## src/verilog/voltage_comparator_defs.svh

```systemverilog
// offsets, field positions and reset values of the comparator control
// assumes a 10-bit data-memory address space of the 4-bit core
`ifndef VOLTAGE_COMPARATOR_DEFS_SVH
`define VOLTAGE_COMPARATOR_DEFS_SVH

// ----------------------------------------------------------------------
// register addresses
// ----------------------------------------------------------------------
`define CMP_ADDR_W 10
`define CMP_RESULT_ADDR 10'h017
`define CMP_CTRL_ADDR 10'h018

// ----------------------------------------------------------------------
// control register fields
// ----------------------------------------------------------------------
`define CMP_GO_BIT 3
`define CMP_REF_EXT_BIT 2
`define CMP_SEL0_BIT 0
`define CMP_SEL1_BIT 1

// ----------------------------------------------------------------------
// reset values
// ----------------------------------------------------------------------
`define CMP_GO_RESET 1'h0
`define CMP_REF_EXT_RESET 1'h0
`define CMP_SEL_RESET 2'h0
`define CMP_RESULT_RESET 2'h0

`endif

```

## src/verilog/voltage_comparator_pkg.sv

```systemverilog
// types shared by the comparator control files
// assumes nothing beyond a SystemVerilog compiler
`default_nettype none
package voltage_comparator_pkg;

  // ----------------------------------------------------------------------
  // compare sequencer states
  // ----------------------------------------------------------------------
  typedef enum logic [1:0] {
    S_IDLE = 2'h1,
    S_CMP = 2'h2
  } cmp_state_e;

  typedef logic [1:0] result_t;

endpackage : voltage_comparator_pkg
`default_nettype wire
```

## src/verilog/comparator_result_store.sv

```systemverilog
// two-bit result latch of the comparator
// assumes capture and clear come from the compare sequencer
`timescale 1ns/100ps
`default_nettype none
`include "voltage_comparator_defs.svh"

module comparator_result_store (
  input wire logic clk_sys,
  input wire logic rst_n,
  input wire logic capture,
  input wire voltage_comparator_pkg::result_t sample,
  output voltage_comparator_pkg::result_t result
);

  voltage_comparator_pkg::result_t next_result;

  // ----------------------------------------------------------------------
  // per-bit latch
  // ----------------------------------------------------------------------
  genvar gi;
  generate
    for (gi = 0; gi < 2; gi = gi + 1) begin : g_bit
      always_comb begin
        next_result[gi] = capture ? sample[gi] : 1'b0;
      end
    end
  endgenerate

  always_ff @(posedge clk_sys) begin
    if (!rst_n) begin
      result <= `CMP_RESULT_RESET;
    end else begin
      result <= next_result;
    end
  end

endmodule : comparator_result_store
`default_nettype wire

```

## src/verilog/voltage_comparator_control.sv

```systemverilog
// comparator control: write-only control register, bit-test read path
// assumes the core gives one-cycle write and bit-test strobes
`timescale 1ns/100ps
`default_nettype none
`include "voltage_comparator_defs.svh"

// Function
// - writing one to bit 3 starts comparing
// - input above reference, bit test sets flag
// - input below reference, bit test clears flag
// - control register write-only: enable, reference, input
// - select bits 0 and 1 choose input
// - two-bit read-only result latch
// - result bit 0 input 0, bit 1 input 1
// - results readable only by bit test
// - results lost once comparing ends
// - shared pins analog while comparing
// - comparator works only in active mode
// - external reference frees reference pin from port
module voltage_comparator_control (
  input wire logic clk_sys,
  input wire logic rst_n,
  input wire logic active_mode,
  input wire logic wr_en,
  input wire logic [9:0] wr_addr,
  input wire logic [3:0] wr_data,
  input wire logic test_req,
  input wire logic [9:0] test_addr,
  input wire logic [1:0] test_bit,
  input wire logic analog_above_0,
  input wire logic analog_above_1,
  output logic test_valid,
  output logic processor_test_flag,
  output logic comparing,
  output logic ref_external,
  output logic port_a_enable,
  output logic port_b_enable,
  output logic port_c_enable
);

  // ----------------------------------------------------------------------
  // control register
  // ----------------------------------------------------------------------
  logic compare_go_bit;
  logic input_select_bit0;
  logic input_select_bit1;
  logic next_go;
  logic next_ref_ext;
  logic next_sel0;
  logic next_sel1;
  logic ctrl_wr;

  always_comb begin
    ctrl_wr = wr_en && (wr_addr == `CMP_CTRL_ADDR);
    next_go = compare_go_bit;
    next_ref_ext = ref_external;
    next_sel0 = input_select_bit0;
    next_sel1 = input_select_bit1;
    if (ctrl_wr) begin
      next_go = wr_data[`CMP_GO_BIT];
      next_ref_ext = wr_data[`CMP_REF_EXT_BIT];
      next_sel0 = wr_data[`CMP_SEL0_BIT];
      next_sel1 = wr_data[`CMP_SEL1_BIT];
    end
  end

  always_ff @(posedge clk_sys) begin
    if (!rst_n) begin
      compare_go_bit <= `CMP_GO_RESET;
      ref_external <= `CMP_REF_EXT_RESET;
      {input_select_bit1, input_select_bit0} <= `CMP_SEL_RESET;
    end else begin
      compare_go_bit <= next_go;
      ref_external <= next_ref_ext;
      input_select_bit0 <= next_sel0;
      input_select_bit1 <= next_sel1;
    end
  end

  // ----------------------------------------------------------------------
  // compare sequencer
  // ----------------------------------------------------------------------
  voltage_comparator_pkg::cmp_state_e state;
  voltage_comparator_pkg::cmp_state_e next_state;

  always_comb begin
    next_state = state;
    unique case (state)
      voltage_comparator_pkg::S_IDLE: begin
        if (compare_go_bit && active_mode) begin
          next_state = voltage_comparator_pkg::S_CMP;
        end
      end
      voltage_comparator_pkg::S_CMP: begin
        if (!compare_go_bit || !active_mode) begin
          next_state = voltage_comparator_pkg::S_IDLE;
        end
      end
      default: begin
        next_state = voltage_comparator_pkg::S_IDLE;
      end
    endcase
  end

  always_ff @(posedge clk_sys) begin
    if (!rst_n) begin
      state <= voltage_comparator_pkg::S_IDLE;
    end else begin
      state <= next_state;
    end
  end

  assign comparing = (state == voltage_comparator_pkg::S_CMP);

  // ----------------------------------------------------------------------
  // pin function
  // ----------------------------------------------------------------------
  assign port_a_enable = !comparing;
  assign port_b_enable = !comparing;
  assign port_c_enable = !ref_external;

  // ----------------------------------------------------------------------
  // result latch
  // ----------------------------------------------------------------------
  voltage_comparator_pkg::result_t sample;
  voltage_comparator_pkg::result_t result;

  always_comb begin
    sample[0] = analog_above_0 && input_select_bit0;
    sample[1] = analog_above_1 && input_select_bit1;
  end

  comparator_result_store u_store (
    .clk_sys(clk_sys),
    .rst_n(rst_n),
    .capture(comparing),
    .sample(sample),
    .result(result)
  );

  // ----------------------------------------------------------------------
  // bit-test read path
  // ----------------------------------------------------------------------
  logic test_hit;
  logic next_test_valid;
  logic next_test_flag;

  always_comb begin
    test_hit = test_req && (test_addr == `CMP_RESULT_ADDR) && !test_bit[1];
    next_test_valid = test_hit;
    next_test_flag = processor_test_flag;
    if (test_hit) begin
      next_test_flag = result[test_bit[0]];
    end
  end

  always_ff @(posedge clk_sys) begin
    if (!rst_n) begin
      test_valid <= 1'b0;
      processor_test_flag <= 1'b0;
    end else begin
      test_valid <= next_test_valid;
      processor_test_flag <= next_test_flag;
    end
  end
endmodule : voltage_comparator_control
`default_nettype wire

```

## config.mk

```make
export PLATFORM = sky130hd
export DESIGN_NAME = voltage_comparator_control
export DESIGN_NICKNAME = d
export VERILOG_FILES = /design/src/verilog/voltage_comparator_pkg.sv /design/src/verilog/comparator_result_store.sv /design/src/verilog/voltage_comparator_control.sv
export VERILOG_INCLUDE_DIRS = /design/src /design/src/verilog
export SDC_FILE = /design/constraint.sdc
export NUM_CORES = 1
export LEC_CHECK = 0
export ABC_AREA = 1
export BUFFER_PORTS_ARGS = -buffer_cell sky130_fd_sc_hd__buf_4
export CAP_MARGIN = 15
export CORE_MARGIN = 5
export CORE_UTILIZATION = 39
export DETAILED_ROUTE_END_ITERATION = 10
export GPL_ROUTABILITY_DRIVEN = 0
export HOLD_SLACK_MARGIN = 0.06
export PLACE_DENSITY = 0.76
export RECOVER_POWER = 50
export SETUP_SLACK_MARGIN = 0.02
export SYNTH_ARGS = -nofsm -noshare
export SYNTH_HDL_FRONTEND = slang
export SYNTH_SLANG_ARGS = --single-unit
```

## constraint.sdc

```tcl
create_clock -name clk_sys -period 1.1 [get_ports clk_sys]
set_input_delay 0.055 -clock clk_sys [delete_from_list [all_inputs] [get_ports clk_sys]]
set_output_delay 0.055 -clock clk_sys [all_outputs]
set_load 0.02 [all_outputs]
```

==> impl_metrics.json, run 1 <==
{
  "drive_above_1_share_pct": 40.15,
  "ys_types": 18,
  "leakage_nw": 0.5160,
  "p_sw_share_pct": 21.96,
  "n_antenna_cell": 0,
  "grt_pass1_wl_um": 2442,
  "drt-pass1-iter-count": 2,
  "period_minus_slack_ns": 1.014,
  "area_growth_pct": 62.42,
  "htreeDepth": 1,
  "setup_viol": 0,
  "cts.sinks": 10,
  "cp-start-kind": "flop",
  "hold_depth": 3,
  "power_frac_seq_pct": 42.9,
  "synth_warnings": 0,
  "grt_util_met3_pct": 2.761,
  "reg2reg_depth": 5,
  "cp_cell_sequence": "inv_2 > nor2_4 > inv_2 > buf_4",
  "hp-class": "in2reg",
  "run_status": "finished, final reports clean",
  "clk_path_buf_depth": 2,
  "power.switching_uw": 185.5,
  "final_cell_mix": "buf_4, nand2_1, inv_1, nor2_1, dfxtp_1",
  "grt_max_degree": 9,
  "clock-skew-final_ns": 0.006341,
  "die_w_um": 48.54,
  "n_fill_cell": 143,
  "critical_path_class": "reg2out",
  "viasPerCell": 4.338,
  "busiest_layer": "met2",
  "syn-num-nets": 121,
  "ys_seq_area_share_pct": 34.56,
  "row_count": 14,
  "ant_nets": 0,
  "critical_path_buf_inv_count": 3,
  "cts_tree": "done",
  "dieArea_um2": 2356,
  "slew_violations": 0,
  "postCtsSetupRepairBufs": 0,
  "cp.depth": 4,
  "crit_path_end_kind": "primary output",
  "antenna_found_initial": 0,
  "combPwrFrac_pct": 17.7,
  "worst_pin_slew_ns": 0.2719,
  "syn_area_um2": 579.3,
  "clk_pin_slew_ns": 0.07,
  "io_pins": 40,
  "cp_max_fo": 3,
  "grt_setup_unrepaired": "false",
  "root_buffer": "clkbuf_4",
  "p_int_uw": 658.9,
  "use_met1_pct": 13.78,
  "power_density_nw_per_um2": 897.4,
  "drt_iter0_drc": 4,
  "grt_use_met2_pct": 21.96,
  "grtUsageTotal_pct": 12.72,
  "maxSlewHeadroom_pct": 81.95,
  "fin_util_pct": 64.72,
  "slowest_delay_ns": 0.32,
  "arrival_ns": 0.96,
  "ys_ff_latch": 10,
  "worst_ir_drop_vdd_uv": 594.4,
  "core_area_um2": 1454,
  "clk_latency_ns": 0.27,
  "crit_family": "flip-flops",
  "grt_pass1_vias": 610,
  "start_util_pct": 39.85,
  "fmax_mhz": 985.9,
  "syn_area_per_cell_um2": 6.583,
  "grt_overflow": 0,
  "vias": 642,
  "die_y_um": 48.54,
  "final_common_cell": "buf_4",
  "wirelength_um": 1443,
  "drcViolationCount": 0,
  "synthCells": 88,
  "post-route-period-util_pct": 92.21,
  "wl_per_cell_um": 9.750,
  "clkPwrFrac_pct": 39.4,
  "setup-tns-final_ns": 0,
  "port_buffers": 39,
  "drv_cap": 0,
  "dp_hpwl_um": 1187,
  "critPathSlowestCell": "dfxtp_1",
  "critical_path_required_ns": 1.04,
  "fin_nets": 166,
  "cts_buffers": 3,
  "hold_viol": 0,
  "path_common_cell": "inv_2"
}
metal layers:
metal | share of wire [%] | up-vias
met5 | 0 | -
met4 | 0.97 | 0
met3 | 6.0 | 2
met2 | 54 | 23
met1 | 39 | 268
li1 | - | 349
power by group through the flow:
stage | clock [mW] | sequential, mW | combinational [mW]
after floorplan | 0 | 0.370 | 0.0510
after global placement | 0 | 0.370 | 0.138
after detailed placement | 0 | 0.370 | 0.142
after CTS | 0.338 | 0.362 | 0.150
after global routing | 0.350 | 0.362 | 0.166
final | 0.333 | 0.362 | 0.150
tightest hold or removal path, cell delays in order:
cell,delay [ns]
buf_4,0.11
nand3_1,0.09
a21oi_2,0.05
cells in the mapped netlist:
library cell,count,area (µm²)
dfxtp_1,10,200.2
a21oi_2,1,8.760
nor2_1,15,56.30
buf_4,1,7.510
inv_1,17,63.81
nand4_1,1,6.260
nand3_1,6,30.03
nor2_2,1,6.260
buf_6,1,11.26
nor2_8,2,40.04
inv_2,3,11.26
nand2_2,2,12.51
o21ai_0,1,5.000
or2_4,1,8.760
a21oi_1,4,20.02
nand2_1,20,75.07
nor3_1,1,5.000
nand2_4,1,11.26
logic make-up (layout without fill, tap and decap cells):
family,count (synthesis),count (layout),synth area share [%]
flops,10,10,34.56
compound gates,6,6,5.831
buf+inv,22,66,16.20
simple gates,50,50,43.41
per-stage QoR:
stage / hold WS [ns] / power [mW] / setup WS [ns] / std cells / area (µm²)
after detailed placement: 0.3026 / 0.5119 / 0.2229 / 141 / 873.3
after CTS: 0.07439 / 0.8503 / 0.04735 / 148 / 939.7
after floorplan: 0.1809 / 0.4214 / 0.08119 / 88 / 579.3
final: 0.08319 / 0.8444 / 0.08567 / 148 / 940.9
after global placement: 0.2950 / 0.5088 / 0.2582 / 141 / 873.3
after global routing: 0.07968 / 0.8772 / 0.02959 / 148 / 940.9
cell type report:
| cell class | count | area [µm²] | share of cell area [%] |
|---|---|---|---|
| timing repair buffer | 42 | 319.1 | 33.91 |
| sequential | 10 | 200.2 | 21.28 |
| clock buffer | 4 | 36.28 | 3.856 |
| multi-input combinational | 56 | 290.3 | 30.85 |
| tap | 16 | 20.02 | 2.128 |
| inverter | 20 | 75.07 | 7.979 |
worst paths after layout:
| path | slack (ns) | endpoint | startpoint |
|---|---|---|---|
| worst max-delay path | 0.09 | port_a_enable | state[1] |
| worst min-delay path | 0.08 | state[1] | active_mode |
| worst max register to register | 0.29 | state[0] | state[1] |
| worst min register to register | 0.44 | u_store.result[1] | input_select_bit1 |
flip-flops by register name, indices dropped and copies added (netlist names):
signal / cells
input_select_bit1: 1
processor_test_flag: 1
input_select_bit0: 1
u_store.result: 2
state: 2
test_valid: 1
compare_go_bit: 1
ref_external: 1
repair_timing:
action | 4_1_cts | 5_1_grt
setup endpoints to repair | 0 | 2
hold buffers | 3 | 0
resized for setup | 0 | 1
endpoints found under the hold margin | 4 | 0
(Power assumes the default switching activity.)
==> run 2: changes to the inputs <==
RECOVER_POWER = 100   (was 50)
==> run 2 against run 1 <==
Via count up 0.16%; first-iteration DRC count did not move; hold slack worse by 0.0041 ns; routed wire length barely moved; critical path depth did not move; maximum frequency up 1.6%; highest routed layer unchanged; critical endpoint unchanged; utilization shrank 1.5 points; cell area decreased by 2.4%.
==> impl_metrics.json, run 2 (same netlist as run 1, synthesis figures left out) <==
{
  "port_buffers": 39,
  "wl_per_cell_um": 9.757,
  "maxSlewHeadroom_pct": 81.95,
  "leakage_nw": 0.5032,
  "antenna_found_initial": 0,
  "setup_viol": 0,
  "clk_latency_ns": 0.27,
  "clk_path_buf_depth": 2,
  "io_pins": 40,
  "final_cell_mix": "buf_4, nand2_1, inv_1, nor2_1, dfxtp_1",
  "drt-pass1-iter-count": 2,
  "post-route-period-util_pct": 90.75,
  "cts_buffers": 3,
  "critical_path_required_ns": 1.04,
  "dieArea_um2": 2356,
  "slew_violations": 0,
  "start_util_pct": 39.85,
  "drcViolationCount": 0,
  "die_w_um": 48.54,
  "crit_path_end_kind": "primary output",
  "n_antenna_cell": 0,
  "grtUsageTotal_pct": 12.72,
  "hp-class": "in2reg",
  "n_fill_cell": 148,
  "wirelength_um": 1444,
  "core_area_um2": 1454,
  "area_growth_pct": 58.53,
  "top_regs": "state (2), u_store.result (2)",
  "drt_iter0_drc": 4,
  "worst_ir_drop_vdd_uv": 594.3,
  "critical_path_class": "reg2out",
  "reg2reg_slack_ns": 0.26,
  "grt_overflow": 0,
  "setup-tns-final_ns": 0,
  "dp_hpwl_um": 1187,
  "clk_pin_slew_ns": 0.07,
  "die_y_um": 48.54,
  "grt_max_degree": 9,
  "fin_util_pct": 63.17,
  "fmax_mhz": 1002,
  "drv_cap": 0,
  "arrival_ns": 0.94,
  "grt_pass1_wl_um": 2442,
  "row_count": 14,
  "period_minus_slack_ns": 0.9983,
  "viasPerCell": 4.345,
  "fin_nets": 166,
  "grt_pass1_vias": 610,
  "hold_viol": 0,
  "power_density_nw_per_um2": 919.5,
  "cp-start-kind": "flop",
  "ant_nets": 0,
  "final_common_cell": "buf_4",
  "cts.sinks": 10,
  "cts_tree": "done",
  "htreeDepth": 1,
  "clock-skew-final_ns": 0.006418,
  "run_status": "finished, final reports clean",
  "cp_max_fo": 3,
  "vias": 643,
  "drive_above_1_share_pct": 37.12,
  "root_buffer": "clkbuf_4",
  "grt_setup_unrepaired": "false",
  "worst_pin_slew_ns": 0.2719
}
==> run 2: through the flow <==
step	area, µm²	worst slack [ns]	power (mW)	hold slack, ns	instances
finish	918.4	0.1017	0.8444	0.07914	148
global route	918.4	0.03850	0.8771	0.08112	148
CTS	939.7	0.04735	0.8503	0.07439	148
detailed placement	873.3	0.2229	0.5119	0.3026	141
global placement	873.3	0.2582	0.5088	0.2950	141
floorplan	579.3	0.08119	0.4214	0.1809	88
==> run 2: final cells by class <==
type	instances	area [µm²]	share of cell area, %
inverter	20	75.07	8.174
tap	16	20.02	2.180
sequential	10	200.2	21.80
clock buffer	4	36.28	3.951
multi-input combinational	56	286.5	31.20
timing repair buffer	42	300.3	32.70
==> run 2: critical path: stages (launching register included) <==
cell and delay (ns):
dfxtp_1 0.32, inv_2 0.05, nor2_4 0.10, inv_2 0.05, clkbuf_2 0.15
==> run 2: metal layers <==
layer  track usage [%]  vias to the layer above  part of all wire [%]
met5                 0                        -                     0
met4             8.072                        0                  0.97
met3             2.761                        2                   6.3
met2             21.96                       23                    54
met1             13.78                      269                    39
li1                  -                      349                     -
==> run 2: path summary, 6_finish.rpt <==
check | depth (start not counted) | from | end
worst min register to register | 2 | input_select_bit1 | u_store.result[1]
worst min-delay path | 3 | active_mode | state[1]
worst max-delay path | 4 | state[1] | port_a_enable
worst max register to register | 5 | state[1] | state[0]
==> run 2: where the power goes <==
part,internal (mW),leakage [nW],switching [mW]
logic,0.0961,0.402,0.0537
clock network,0.201,0.0210,0.132
registers,0.362,0.0805,0.0000779
==> run 2: what timing repair did <==
action | CTS | global route
hold endpoints to repair | 4 | 0
setup endpoints to repair | 0 | 2
hold buffers | 3 | 0
buffers inserted | 0 | 0
resized for setup | 0 | 1
==> run 3: changes to the inputs <==
ABC_AREA = default   (was 1)
CORE_AREA = 5 5 42 44   (was default)
CORE_MARGIN = default   (was 5)
CORE_UTILIZATION = default   (was 39)
DIE_AREA = 0 0 47 49   (was default)
PLACE_DENSITY = 0.73   (was 0.76)
==> run 3 against run 2 <==
Register-to-register slack got worse by 0.06 ns; non-clock buffer count is 2 higher; sequential share of layout area is 2.8 points higher; total power decreased by 4.3%; synthesized cell count down 49%; critical path depth fell by 1; synthesized area decreased by 22%.
==> impl_metrics.json, run 3 <==
{
  "power_density_nw_per_um2": 985.6,
  "die_y_um": 49,
  "maxSlewHeadroom_pct": 80.92,
  "p_int_uw": 652.1,
  "grt_overflow": 0,
  "setup-tns-final_ns": 0,
  "cts_buffers": 3,
  "port_buffers": 39,
  "netlist.top_cell.by_area": "dfxtp_1",
  "syn_area_um2": 450.4,
  "area_growth_pct": 81.94,
  "die_w_um": 47,
  "grt_pass1_wl_um": 1876,
  "synth_top_cell_area_share_pct": 44.44,
  "ys_ff_latch": 10,
  "ys_top_cells_by_area": "dfxtp_1, mux2i_1, nand2_1, and4_1, nand4b_1",
  "clk_latency_ns": 0.26,
  "cts_tree": "done",
  "clk_path_buf_depth": 2,
  "ys_types": 18,
  "fin_area_um2": 819.5,
  "combPwrFrac_pct": 14.5,
  "slowest_delay_ns": 0.33,
  "dieArea_um2": 2303,
  "slew_violations": 0,
  "synthArstFlopShare_pct": 0,
  "total_power_uw": 807.8,
  "drcViolationCount": 0,
  "clk_pin_slew_ns": 0.07,
  "final_cell_mix": "buf_4, nand2_1, dfxtp_1",
  "critPathSlowestCell": "dfxtp_2",
  "row_count": 14,
  "dpl_cell_area_um2": 758.2,
  "htreeDepth": 1,
  "grt_max_degree": 15,
  "arrival_ns": 0.96,
  "fmax_mhz": 985.9,
  "critical_path_class": "reg2out",
  "leakage_nw": 0.3616,
  "io_pins": 40,
  "setup_viol": 0,
  "post-route-period-util_pct": 92.21,
  "cp_max_fo": 4,
  "syn_area_per_cell_um2": 10.01,
  "syn-num-nets": 78,
  "wirelength_um": 1199,
  "vias": 484,
  "viasPerCell": 4.523,
  "antenna_found_initial": 0,
  "critical_path_required_ns": 1.04,
  "run_status": "finished, final reports clean",
  "ant_nets": 0,
  "grtUsageTotal_pct": 11.16,
  "start_util_pct": 32.14,
  "cts.sinks": 10,
  "grt_pass1_vias": 481,
  "p_sw_share_pct": 19.27,
  "ys_seq_area_share_pct": 44.44,
  "drv_cap": 0,
  "drive_above_1_share_pct": 48.35,
  "synth_commonest_cells": "dfxtp_1, nand2_1, mux2i_1, and4_1, inv_1",
  "final_common_cell": "buf_4",
  "synthCells": 45,
  "synth-main-ff-cell": "dfxtp_1",
  "n_antenna_cell": 0,
  "top_regs": "state (2), u_store.result (2)",
  "wl_per_cell_um": 11.21,
  "clock-skew-final_ns": 0.001764,
  "power.switching_uw": 155.7,
  "crit_path_end_kind": "primary output",
  "cp_cell_sequence": "nor2b_4 > inv_1 > clkbuf_2",
  "drt-pass1-iter-count": 1,
  "period_minus_slack_ns": 1.014,
  "synth_edf_count": 0,
  "worst_ir_drop_vdd_uv": 743.6,
  "worst_pin_slew_ns": 0.2853,
  "dp_hpwl_um": 985.1,
  "drt_iter0_drc": 0,
  "hp-class": "in2reg",
  "hold_viol": 0,
  "root_buffer": "clkbuf_4",
  "synth_warnings": 0,
  "grt_setup_unrepaired": "false",
  "n_fill_cell": 131,
  "clkPwrFrac_pct": 40.7,
  "fin_nets": 125,
  "cp-start-kind": "flop",
  "power_frac_seq_pct": 44.8,
  "core_area_um2": 1401
}
[run 3: cell count changes after synthesis, sizes merged, moves of 2 or more]
cell	delta
or4b	+2
mux2i	+5
nand4b	+2
inv	-17
nand3	-6
and4	+3
a21oi	-5
nor2	-18
nand2	-13
[run 3: cell families after synthesis]
kind of cell / Yosys count / synth area share (%)
xor+xnor: 1 / 1.945
mux: 6 / 13.61
flops: 10 / 44.44
buf+inv: 5 / 5.000
simple gates: 23 / 35.01
[run 3: metrics by stage]
stage	worst slack, ns	util, %	instances	hold WS, ns
after floorplan	0.03240	-	45	0.1971
after detailed placement	-0.1413	54.11	98	0.3236
final	0.08565	58.48	107	0.06434
after CTS	0.03545	60.62	107	0.06130
after global routing	0.04441	58.48	107	0.07845
after global placement	-0.1224	54.11	98	0.3147
[run 3: worst paths after layout]
check,startpoint,end,slack [ns],cells past startpoint
setup / recovery,state[1],port_b_enable,0.09,3
hold / removal,analog_above_0,u_store.result[0],0.06,2
setup reg to reg,state[0],state[0],0.20,3
hold reg to reg,input_select_bit1,input_select_bit1,0.46,2
[run 3: power groups by stage]
stage / sequential (mW) / combinational (mW) / clock (mW)
6_report: 0.362 / 0.117 / 0.329
3_5_place_dp: 0.370 / 0.106 / 0
4_1_cts: 0.362 / 0.120 / 0.336
5_1_grt: 0.362 / 0.128 / 0.352
3_3_place_gp: 0.370 / 0.104 / 0
2_1_floorplan: 0.370 / 0.0184 / 0
[run 3: what timing repair did]
action,CTS,global route
setup buffers,0,0
hold buffers,5,0
gates cloned,0,0
endpoints found under the hold margin,5,0
pin swaps,0,0
setup endpoints to repair,2,2
resized for setup,1,1
[run 3: worst max-delay path: cells and delay by family (launching register included)]
kind / cells / cell delay (ns)
buf+inv: 2 / 0.21
flops: 1 / 0.33
simple gates: 1 / 0.16
[run 3: cell type report]
class / instances / area (µm²) / share of cell area (%)
Timing Repair Buffer: 44 / 320.3 / 39.08
Multi-Input combinational cell: 30 / 230.2 / 28.09
Sequential cell: 10 / 201.4 / 24.58
Clock buffer: 4 / 36.28 / 4.427
Tap cell: 16 / 20.02 / 2.443
Inverter: 3 / 11.26 / 1.374
[run 3: routing by layer]
layer	GRT usage (%)	up-vias	routed length, µm
li1	-	248	-
met3	4.797	2	110
met2	19.00	20	672
met4	4.147	0	7
met5	0	-	0
met1	11.53	214	408
